**src/ptf_map.svh**
```systemverilog
/*
  Constants for the time-of-day feed: timing, field positions and reset values.
  Assumes the including file is compiled after ptf_pkg.sv or on its own.
*/
`ifndef PTF_MAP_SVH
`define PTF_MAP_SVH

// ----------------------------------------------------------------------
// Clock and time units
// ----------------------------------------------------------------------
`define PTF_CLK_PERIOD_NS   32'h0000_0005
`define PTF_NS_PER_SEC      33'h0_3b9a_ca00
`define PTF_RST_INC_NS      (`PTF_CLK_PERIOD_NS)
`define PTF_RST_INC_FRAC    16'h0000

// ----------------------------------------------------------------------
// Wide (96-bit) value layout: seconds, nanoseconds, fraction
// ----------------------------------------------------------------------
`define PTF_WIDE_SEC_MSB    95
`define PTF_WIDE_SEC_LSB    48
`define PTF_WIDE_NS_MSB     47
`define PTF_WIDE_NS_LSB     16
`define PTF_WIDE_FRAC_MSB   15
`define PTF_WIDE_FRAC_LSB   0

// ----------------------------------------------------------------------
// Narrow (64-bit) value layout: total nanoseconds, fraction
// ----------------------------------------------------------------------
`define PTF_NARROW_NS_MSB   63
`define PTF_NARROW_NS_LSB   16

// ----------------------------------------------------------------------
// Side indices and reset-source indices
// ----------------------------------------------------------------------
`define PTF_SIDE_TX         0
`define PTF_SIDE_RX         1
`define PTF_RSRC_CSR        0
`define PTF_RSRC_TX         1
`define PTF_RSRC_RX         2

`endif

```
**src/ptf_pkg.sv**
```systemverilog
/*
  Types for the time-of-day feed: one time value and the whole module state.
  Assumes nothing beyond a SystemVerilog compiler.
*/
package ptf_pkg;

  // ----------------------------------------------------------------------
  // One running time value
  // ----------------------------------------------------------------------
  typedef struct packed {
    logic [47:0] sec;
    logic [31:0] ns;
    logic [47:0] ns_total;
    logic [15:0] frac;
  } ptf_tod_t;

  typedef enum logic [1:0] {
    PTF_FOL_HOLD,
    PTF_FOL_ALIGN,
    PTF_FOL_RUN
  } ptf_fol_t;

  // ----------------------------------------------------------------------
  // Whole module state
  // ----------------------------------------------------------------------
  typedef struct packed {
    logic [2:0]        rst_meta;
    logic [2:0]        rst_sync;
    ptf_tod_t [1:0]    tod;
    logic [1:0][31:0]  inc_ns;
    logic [1:0][15:0]  inc_frac;
    ptf_fol_t          fol;
    logic              realign;
    logic [1:0]        live;
    logic [1:0][95:0]  wide;
    logic [1:0][63:0]  narrow;
  } ptf_state_t;

endpackage : ptf_pkg

```
**src/ptf_tod_feed.sv**
```systemverilog
/*
  Time-of-day feed for a timestamping Ethernet core: a leader counter for the
  transmit side and an aligned follower counter for the receive side, each
  presenting a fresh wide and narrow time value on every clock.
  Assumes one clock for both sides and reset sources arriving as pins.
*/
`timescale 1ns/1ps
`include "ptf_map.svh"

// How it works
// Both counters advance and present a fresh time value on every clock cycle.
// Each side delivers a 96-bit wide value, a 64-bit narrow value, or both, as the format enables select.
// The core only has the inputs its format calls for, so a disabled format is driven as zero.
// Both formats share one alignment path, so the follower aligns both formats together.
// The leader counter feeds the transmit inputs and the follower counter feeds the receive inputs.
// A single leader may drive both sides through followers; here the transmit counter is that leader.
// The general reset of both counters comes from the core's register-port reset source.
// The receive period reset and follower-side reset come from the core's receive reset source.
// The transmit period reset and leader-side reset come from the core's transmit reset source.
// The transmit wide and narrow values map one-to-one onto the core's transmit time inputs.
// The receive wide and narrow values map one-to-one onto the core's receive time inputs.
// The transmit counter and leader side run on the clock the transmit path uses.
// The receive counter and follower side run on the clock the receive path uses.
// The core samples each value on every rising edge of its own path clock and stamps frames with it.
module ptf_tod_feed (
  input  wire logic         clock,
  input  wire logic         resetn,
  input  wire logic         csr_rstn_in,
  input  wire logic         tx_rstn_in,
  input  wire logic         rx_rstn_in,
  input  wire logic         wide_enable,
  input  wire logic         narrow_enable,
  input  wire logic         load_valid,
  input  wire logic [47:0]  load_sec,
  input  wire logic [31:0]  load_ns,
  input  wire logic [47:0]  load_ns_total,
  input  wire logic         period_wr,
  input  wire logic         period_side,
  input  wire logic [31:0]  period_ns,
  input  wire logic [15:0]  period_frac,
  output logic      [95:0]  transmit_tod_wide_in,
  output logic      [63:0]  transmit_tod_narrow_in,
  output logic      [95:0]  receive_tod_wide_in,
  output logic      [63:0]  receive_tod_narrow_in,
  output logic              tx_tod_live,
  output logic              rx_tod_live,
  output logic              follower_aligned
);

  ptf_pkg::ptf_state_t st_q;
  ptf_pkg::ptf_state_t st_d;

  // ----------------------------------------------------------------------
  // Time arithmetic
  // ----------------------------------------------------------------------
  // One step of a counter: fraction carries into nanoseconds, nanoseconds
  // roll into seconds at one billion; the narrow total never rolls.
  function automatic ptf_pkg::ptf_tod_t tod_step(
    input ptf_pkg::ptf_tod_t t,
    input logic [31:0]       inc_ns,
    input logic [15:0]       inc_frac
  );
    logic [16:0]       f;
    logic [32:0]       n;
    ptf_pkg::ptf_tod_t r;
    f = {1'b0, t.frac} + {1'b0, inc_frac};
    n = {1'b0, t.ns} + {1'b0, inc_ns} + {32'h0000_0000, f[16]};
    r.frac     = f[15:0];
    r.ns_total = t.ns_total + {16'h0000, inc_ns} + {47'h0000_0000_0000, f[16]};
    if (n >= `PTF_NS_PER_SEC) begin
      n     = n - `PTF_NS_PER_SEC;
      r.ns  = n[31:0];
      r.sec = t.sec + 48'h0000_0000_0001;
    end else begin
      r.ns  = n[31:0];
      r.sec = t.sec;
    end
    return r;
  endfunction : tod_step

  function automatic logic [95:0] tod_wide(input ptf_pkg::ptf_tod_t t);
    logic [95:0] w;
    w = 96'h0;
    w[`PTF_WIDE_SEC_MSB:`PTF_WIDE_SEC_LSB]   = t.sec;
    w[`PTF_WIDE_NS_MSB:`PTF_WIDE_NS_LSB]     = t.ns;
    w[`PTF_WIDE_FRAC_MSB:`PTF_WIDE_FRAC_LSB] = t.frac;
    return w;
  endfunction : tod_wide

  function automatic logic [63:0] tod_narrow(input ptf_pkg::ptf_tod_t t);
    logic [63:0] w;
    w = 64'h0;
    w[`PTF_NARROW_NS_MSB:`PTF_NARROW_NS_LSB]   = t.ns_total;
    w[`PTF_WIDE_FRAC_MSB:`PTF_WIDE_FRAC_LSB]   = t.frac;
    return w;
  endfunction : tod_narrow

  // ----------------------------------------------------------------------
  // Next-state logic
  // ----------------------------------------------------------------------
  always_comb begin
    logic              csr_ok;
    logic [1:0]        side_ok;
    ptf_pkg::ptf_tod_t lead_next;
    csr_ok    = 1'b0;
    side_ok   = 2'b00;
    lead_next = '0;
    st_d      = st_q;

    // Reset pins are asynchronous to this clock; two stages before use
    st_d.rst_meta = {rx_rstn_in, tx_rstn_in, csr_rstn_in};
    st_d.rst_sync = st_q.rst_meta;
    csr_ok                   = st_q.rst_sync[`PTF_RSRC_CSR];
    side_ok[`PTF_SIDE_TX]    = st_q.rst_sync[`PTF_RSRC_TX];
    side_ok[`PTF_SIDE_RX]    = st_q.rst_sync[`PTF_RSRC_RX];

    // Period registers: a side's period reset restores the default step
    for (int s = 0; s < 2; s++) begin
      if (!side_ok[s]) begin
        st_d.inc_ns[s]   = `PTF_RST_INC_NS;
        st_d.inc_frac[s] = `PTF_RST_INC_FRAC;
      end else if (period_wr && (period_side == s[0])) begin
        st_d.inc_ns[s]   = period_ns;
        st_d.inc_frac[s] = period_frac;
      end
    end

    // Leader: transmit counter, stepped every cycle it is out of reset and not being loaded
    lead_next = tod_step(st_q.tod[`PTF_SIDE_TX], st_q.inc_ns[`PTF_SIDE_TX],
                         st_q.inc_frac[`PTF_SIDE_TX]);
    if (!csr_ok) begin
      st_d.tod[`PTF_SIDE_TX] = '0;
    end else if (load_valid) begin
      st_d.tod[`PTF_SIDE_TX].sec      = load_sec;
      st_d.tod[`PTF_SIDE_TX].ns       = load_ns;
      st_d.tod[`PTF_SIDE_TX].ns_total = load_ns_total;
      st_d.tod[`PTF_SIDE_TX].frac     = 16'h0000;
    end else if (side_ok[`PTF_SIDE_TX]) begin
      st_d.tod[`PTF_SIDE_TX] = lead_next;
    end

    // A load moves the leader, so the follower must be pulled back in
    if (load_valid || !side_ok[`PTF_SIDE_TX]) begin
      st_d.realign = 1'b1;
    end else if (st_q.fol == ptf_pkg::PTF_FOL_ALIGN) begin
      st_d.realign = 1'b0;
    end

    // Follower: receive counter, aligned to the leader then free-running
    unique case (st_q.fol)
      ptf_pkg::PTF_FOL_HOLD: begin
        if (csr_ok && side_ok[`PTF_SIDE_RX] && side_ok[`PTF_SIDE_TX]) begin
          st_d.fol = ptf_pkg::PTF_FOL_ALIGN;
        end
      end
      ptf_pkg::PTF_FOL_ALIGN: begin
        // Both formats copied in one go, so the two never disagree
        st_d.tod[`PTF_SIDE_RX] = lead_next;
        st_d.fol               = ptf_pkg::PTF_FOL_RUN;
      end
      ptf_pkg::PTF_FOL_RUN: begin
        st_d.tod[`PTF_SIDE_RX] = tod_step(st_q.tod[`PTF_SIDE_RX], st_q.inc_ns[`PTF_SIDE_RX],
                                          st_q.inc_frac[`PTF_SIDE_RX]);
        if (st_q.realign) begin
          st_d.fol = ptf_pkg::PTF_FOL_ALIGN;
        end
      end
    endcase
    // A side reset also cancels the step that RUN would take this cycle,
    // otherwise the receive value moves once more after the reset is seen
    if (!side_ok[`PTF_SIDE_RX] || !side_ok[`PTF_SIDE_TX]) begin
      st_d.fol               = ptf_pkg::PTF_FOL_HOLD;
      st_d.tod[`PTF_SIDE_RX] = st_q.tod[`PTF_SIDE_RX];
    end
    if (!csr_ok) begin
      st_d.tod[`PTF_SIDE_RX] = '0;
      st_d.fol               = ptf_pkg::PTF_FOL_HOLD;
    end

    // Outputs: formats not selected are held at zero
    st_d.live[`PTF_SIDE_TX] = csr_ok && side_ok[`PTF_SIDE_TX];
    st_d.live[`PTF_SIDE_RX] = csr_ok && (st_q.fol == ptf_pkg::PTF_FOL_RUN);
    for (int s = 0; s < 2; s++) begin
      st_d.wide[s]   = wide_enable   ? tod_wide(st_q.tod[s])   : 96'h0;
      st_d.narrow[s] = narrow_enable ? tod_narrow(st_q.tod[s]) : 64'h0;
    end
  end

  // ----------------------------------------------------------------------
  // State register
  // ----------------------------------------------------------------------
  always_ff @(posedge clock or negedge resetn) begin
    if (!resetn) begin
      st_q          <= '0;
      st_q.inc_ns   <= {2{`PTF_RST_INC_NS}};
      st_q.inc_frac <= {2{`PTF_RST_INC_FRAC}};
      st_q.fol      <= ptf_pkg::PTF_FOL_HOLD;
    end else begin
      st_q <= st_d;
    end
  end

  // ----------------------------------------------------------------------
  // Core-facing outputs, all straight from the state register
  // ----------------------------------------------------------------------
  assign transmit_tod_wide_in   = st_q.wide[`PTF_SIDE_TX];
  assign transmit_tod_narrow_in = st_q.narrow[`PTF_SIDE_TX];
  assign receive_tod_wide_in    = st_q.wide[`PTF_SIDE_RX];
  assign receive_tod_narrow_in  = st_q.narrow[`PTF_SIDE_RX];
  assign tx_tod_live            = st_q.live[`PTF_SIDE_TX];
  assign rx_tod_live            = st_q.live[`PTF_SIDE_RX];
  assign follower_aligned       = (st_q.fol == ptf_pkg::PTF_FOL_RUN);

endmodule : ptf_tod_feed

```
**config.mk**
```make
export PLATFORM = sky130hd
export DESIGN_NAME = ptf_tod_feed
export DESIGN_NICKNAME = d
export VERILOG_FILES = /design/src/ptf_pkg.sv /design/src/ptf_tod_feed.sv
export VERILOG_INCLUDE_DIRS = /design/src
export SDC_FILE = /design/constraint.sdc
export NUM_CORES = 2
export LEC_CHECK = 0
export BUFFER_PORTS_ARGS = -buffer_cell sky130_fd_sc_hd__buf_2
export CAP_MARGIN = 15
export CORE_MARGIN = 8
export CORE_UTILIZATION = 56
export DETAILED_ROUTE_END_ITERATION = 7
export PLACE_DENSITY_LB_ADDON = 0.25
export SLEW_MARGIN = 20
export SYNTH_ARGS = -nofsm -noshare
export SYNTH_HDL_FRONTEND = slang
export SYNTH_SLANG_ARGS = --single-unit
export TNS_END_PERCENT = 10
```
**constraint.sdc**
```tcl
create_clock -name clock -period 7.65 [get_ports clock]
set_clock_uncertainty 0.05 [all_clocks]
set_input_delay 1.1475 -clock clock [delete_from_list [all_inputs] [get_ports clock]]
set_output_delay 1.1475 -clock clock [all_outputs]
set_load 0.01 [all_outputs]
```
# After elaboration in Yosys (flattened, before gate mapping)
# Index checks and enable logic that the tools add are counted.
dict set report word_totals {
  reg_bits 715
  in_bits 186
}
dict set report op_classes {
  add_sub_neg 14
  n_lt_le_gt_ge 2
  eq_ne 10
  n_mux 27
  bitwise_logic 1
  n_reduce_logical 15
}
# op n
set op_table {}
lappend op_table {{144-bit two-way mux} 5}
lappend op_table {{144-bit case mux with 2 select lines} 1}
lappend op_table {{96-bit two-way mux} 2}
lappend op_table {{80-bit two-way mux} 2}
lappend op_table {{32-bit two-way mux} 4}
lappend op_table {{64-bit two-way mux} 2}
lappend op_table {{48-bit by 1-bit adder with 48-bit output} 2}
lappend op_table {{48-bit by 1-bit adder with 48-bit output (second input constant)} 2}
lappend op_table {{48-bit by 32-bit adder with 48-bit output} 2}
lappend op_table {{32-bit by 32-bit adder with 33-bit output} 2}
lappend op_table {{33-bit by 1-bit adder with 33-bit output} 2}
lappend op_table {{33-bit by 30-bit greater-or-equal comparator with 1-bit output (second input constant)} 2}
lappend op_table {{16-bit two-way mux} 4}
lappend op_table {{32-bit by 30-bit subtractor with 32-bit output (second input constant)} 2}
lappend op_table {{16-bit by 16-bit adder with 17-bit output} 2}
lappend op_table {{3-bit by 2-bit != test with 1-bit output (second input constant)} 3}
lappend op_table {{2-bit two-way mux} 4}
lappend op_table {{1-bit logical AND} 6}
lappend op_table {{2-bit case mux with 3 select lines} 1}
lappend op_table {{2-bit by 1-bit != test with 1-bit output (second input constant)} 2}
lappend op_table {{4-bit by 3-bit != test with 1-bit output (second input constant)} 1}
lappend op_table {{4-bit != test (second input constant)} 1}
lappend op_table {{2-bit AND reduction} 2}
lappend op_table {{3-bit AND reduction} 1}
lappend op_table {{other kinds (9)} 12}

# Logic depth before layout (Yosys ltp)
dict set report logic_depth {
  ltp_word 7
  mapped_depth 34
  depth_no_buf 31
}

# Worst setup path after synthesis
# No wires, ideal clock.
dict set report synth_timing {
  path_kind {reg2reg}
  from {register st_q[421] (netlist name)}
  to {register st_q[551] (netlist name)}
  arrival_time_ps 6799
  required_ps 7518
  path_slack_ps 719
  path_stages_with_launch 33
  cell_sequence {dfrtp_1 -> ha_1 -> inv_1 -> fa_1 -> nor2b_1 -> o21ai_0 -> a21boi_0 -> o21ai_0 -> a21boi_0 -> o2111ai_1 -> nand3_1 -> o41ai_1 -> nor2_1 -> a211oi_1 -> o21bai_1 -> a21o_1 -> fa_1 -> fa_1 -> a211oi_2 -> o21ai_1 -> a21oi_2 -> a2111oi_0 -> a311oi_4 -> o2111ai_1 -> or4_4 -> o21ai_2 -> a221o_1 -> buf_6 -> and2_1 -> buf_6 -> o21ai_2 -> or4_1 -> a31oi_1}
}
dict set report synth_via {
  elab_chain_len 7
}
# item line_no
set synth_lines {}
lappend synth_lines {{start: declaration} ptf_tod_feed.sv:50} ;# ptf_pkg::ptf_state_t st_q;
lappend synth_lines {{start signal: assignment} ptf_tod_feed.sv:199} ;# st_q <= st_d;
lappend synth_lines {{16-bit by 16-bit adder with 17-bit output} ptf_tod_feed.sv:66} ;# f = {1'b0, t.frac} + {1'b0, inc_frac};
lappend synth_lines {{33-bit by 1-bit adder with 33-bit output} ptf_tod_feed.sv:67} ;# n = {1'b0, t.ns} + {1'b0, inc_ns} + {32'h0000_0000, f[16]};
lappend synth_lines {{33-bit by 30-bit greater-or-equal comparator with 1-bit output (no line)} n/a}
lappend synth_lines {{80-bit two-way mux} ptf_tod_feed.sv:70} ;# if (n >= `PTF_NS_PER_SEC) begin
lappend synth_lines {{144-bit two-way mux} ptf_tod_feed.sv:138} ;# end else if (side_ok[`PTF_SIDE_TX]) begin
lappend synth_lines {{144-bit two-way mux} ptf_tod_feed.sv:133} ;# end else if (load_valid) begin
lappend synth_lines {{144-bit two-way mux} ptf_tod_feed.sv:131} ;# if (!csr_ok) begin
# No other way between the ends. The select of a mux whose other input is x is not followed.
# A chain may end at the register's enable or synchronous reset.

# Worst setup path after layout
dict set report layout_timing {
  from {register st_q[565] (netlist name)}
  to {register st_q[681] (netlist name)}
}
dict set report layout_via {
  elab_chain_len 5
}
# item line_no
set layout_lines {}
lappend layout_lines {{16-bit by 16-bit adder with 17-bit output} ptf_tod_feed.sv:66}
lappend layout_lines {{33-bit by 1-bit adder with 33-bit output} ptf_tod_feed.sv:67}
lappend layout_lines {{33-bit by 30-bit greater-or-equal comparator with 1-bit output (no line)} n/a}
lappend layout_lines {{3-bit by 2-bit != test with 1-bit output (no line)} n/a}
lappend layout_lines {{3-bit AND reduction (no line)} n/a}
# No other way between the ends.

==> results.sh <==
export IMPL_path_max_fanout=4
export IMPL_drt_initial_drc_count=3768
export IMPL_grt_pass1_wl_um=210000
export IMPL_clock_latency_ps=650
export IMPL_clockRootBuffer="clkbuf_16"
export IMPL_p_int_mw=7.17
export IMPL_fin_nets=4984
export IMPL_hp_class="flop to flop"
export IMPL_cp_common_cell="o21ai_1"
export IMPL_first_pass_iters=8
export IMPL_grtUsageTotal_pct=32.6
export IMPL_leakage_nw=22.5
export IMPL_reg2reg_to="st_q[681]"
export IMPL_cts_buffers_inserted=78
export IMPL_power_switching_mw=3.18
export IMPL_ys_seq_area_share_pct=42.9
export IMPL_instances_no_fill=5673
export IMPL_synth_common_cells="dfrtp_1, nand2_1, and2_1, buf_4, a21oi_1"
export IMPL_gp_congestion=1.03
export IMPL_reg2regPathDepth=34
export IMPL_final_layout_size_suffix_gt1_share_pct=18.1
export IMPL_yosysWarnings=0
export IMPL_endpoint="st_q[681]"
export IMPL_async_flop_share_pct=100
export IMPL_critPathBufInv=5
export IMPL_post_drt_via_cell_ratio=6.18
export IMPL_tritoncts="done"
export IMPL_htreeDepth=3
export IMPL_cts_path_max_buffers=3
export IMPL_setup_violations=0
export IMPL_synth_top_cells_by_area="dfrtp_1, buf_4, and2_1, ha_1, nand2_1"
export IMPL_worst_pin_slew_ps=1060
export IMPL_path_class="flop to flop"
export IMPL_port_buffers=508
export IMPL_setup_slack_ps=283
export IMPL_ant_nets=0
export IMPL_yosysMostFrequentCell="dfrtp_1"
export IMPL_crit_path_start_kind="flop"
export IMPL_cp_startpoint="st_q[565]"
export IMPL_p_seq_share_pct=41.7
export IMPL_yosys_area_top_type="dfrtp_1"
export IMPL_rows=100
export IMPL_dpl_cell_count=5513
export IMPL_r2r_slack_ps=280
export IMPL_fmax_mhz=136
export IMPL_vias=35100
export IMPL_power_frac_comb_pct=19.4
export IMPL_synthDominantCellAreaShare_pct=42.6
export IMPL_finalCritPeriodShare_pct=96.3
export IMPL_arrival_ps=7870
export IMPL_vdd_drop_max_mv=0.141
export IMPL_crit_slowest_cell="or4b_1"
export IMPL_floorplan_initialDensity_pct=56.3
export IMPL_core_area_um2=74100
export IMPL_cp_slowest_stage_delay_ps=480
export IMPL_place_ws_ps=-153
export IMPL_die_h_um=289
export IMPL_drv_cap=0
export IMPL_p_clk_share_pct=39.0
export IMPL_synth_nets=4837
export IMPL_grt_max_degree=187
export IMPL_hold_buffers=0
export IMPL_maxSlewViolCount=0
export IMPL_wl_per_cell_um=24.5
export IMPL_end_kind="flop"
export IMPL_cts_sinks=715
export IMPL_clk_pin_slew_worst_paths_ps=60
export IMPL_antenna_found_initial=17
export IMPL_period_needed_ps=7370
export IMPL_crit_required_ps=8160
export IMPL_area_growth_pct=10.8
export IMPL_synth_edff_count=0
export IMPL_placed_area_um2=43300
export IMPL_synth_area_um2=41700
export IMPL_dpl_hpwl_um=99900
export IMPL_status="finished clean"
export IMPL_max_slew_margin_rel_pct=29.1
export IMPL_syn_avg_cell_area_um2=9.31
export IMPL_switching_share_pct=30.8
export IMPL_grt_setup_unrepaired="yes"
export IMPL_drt_total_wl_um=139000
export IMPL_ios=509
export IMPL_p_total_mw=10.3
export IMPL_cp_num_cells=34
export IMPL_drcViolationCount=0
export IMPL_ys_types=98
export IMPL_synthFlopType="dfrtp_1"
export IMPL_yosys_register_bits=715
export IMPL_r2r_start="st_q[565]"
export IMPL_die_w_um=289
export IMPL_grt_pass1_vias=34300
export IMPL_syn_inst=4481
export IMPL_crit_family="compound AO/OA/AOI/OAI gates"
export IMPL_power_density_nw_per_um2=224
export IMPL_finalHoldViolCount=0
export IMPL_dieArea_um2=83500
export IMPL_globalRouteOverflowTotal=0
export IMPL_design_area_um2=46200
[layout by cell type (no fill, tap or decap), types with 19 or more instances in the layout]
cell	n
dfrtp_1	709
buf_2	505
nand2_1	402
and2_1	349
a21oi_1	299
o21ai_0	281
nor2_1	249
xnor2_1	164
ha_1	160
buf_4	116
xor2_1	111
nand3_1	108
inv_1	82
clkbuf_16	79
a21o_1	70
and3_1	69
mux2i_1	59
nor3_1	58
nand4_1	58
a22o_1	55
a21boi_0	54
a31oi_1	45
a211oi_1	40
o21a_1	33
o211ai_1	28
o21bai_1	24
o311ai_0	24
o21ai_1	19
[state kept, by name, summed over array words and instances (netlist names)]
| signal | count |
|---|---|
| transmit_tod_wide_in | 96 |
| tx_tod_live | 1 |
| receive_tod_narrow_in | 64 |
| st_d | 3 |
| st_q | 390 |
| rx_tod_live | 1 |
| transmit_tod_narrow_in | 64 |
| receive_tod_wide_in | 96 |
[cell families after synthesis]
group,share of synthesized area [%]
AO/OA/AOI/OAI,18.4
adder cells (fa/ha/maj),5.28
XOR/XNOR,5.79
multiplexers,1.55
buffers and inverters,8.88
flip-flops,42.9
AND/OR/NAND/NOR,17.3
[worst register-to-register path, delay by kind of cell (launching register included)]
| family | cells | cell delay, ps |
|---|---|---|
| fa+ha+maj | 4 | 1250 |
| flops | 1 | 410 |
| compound gates | 15 | 2460 |
| xor+xnor | 1 | 250 |
| simple gates | 9 | 2200 |
| buf+inv | 5 | 670 |
[worst min-delay path by stage]
stage | start | end | slack, ps | cells past startpoint
global placement | st_d[710] | st_q[710] | 280 | 0
finish | st_d[711] | st_q[711] | 300 | 0
CTS | st_d[711] | st_q[711] | 290 | 0
detailed placement | st_d[711] | st_q[711] | 280 | 0
global route | st_d[711] | st_q[711] | 300 | 0
floorplan | st_d[709] | st_q[709] | 280 | 0
[layout make-up]
cell class	instances	area, um2
clock inverters	35	523
flip-flops and latches	715	17900
fillers	6253	27800
repair buffers	635	3680
multi-input cells	3112	20300
inverters	86	328
diodes	12	30.0
clock buffers	109	2240
well taps	969	1210
[routing by layer]
layer	track usage [%]	wire length, um
met4	16.9	7820
met5	0	40
met1	43.7	57000
met3	5.31	11700
met2	50.8	62500
[through the flow]
step	hold slack [ps]	TNS, ps	util (%)
2_1_floorplan	281	0	-
5_1_grt	303	-123	62.4
3_5_place_dp	285	-2410	58.4
6_report	296	0	62.4
4_1_cts	295	0	62.2
3_3_place_gp	283	-209	58.4
[what timing repair did]
| item | CTS | global route |
|---|---|---|
| gates resized for setup | 6 | 31 |
| pin swaps | 0 | 10 |
| buffers inserted | 0 | 2 |
| setup endpoints to repair | 108 | 159 |
| gates cloned | 0 | 1 |
[power by group through the flow]
stage | clock network (mW) | logic, mW | registers (mW)
2_1_floorplan | 0 | 1.35 | 4.22
3_3_place_gp | 0 | 1.93 | 4.37
3_5_place_dp | 0 | 1.95 | 4.37
4_1_cts | 4.08 | 1.96 | 4.30
5_1_grt | 4.23 | 2.18 | 4.33
6_report | 4.03 | 2.00 | 4.31
Note: power is estimated with default switching activity, not from simulation.
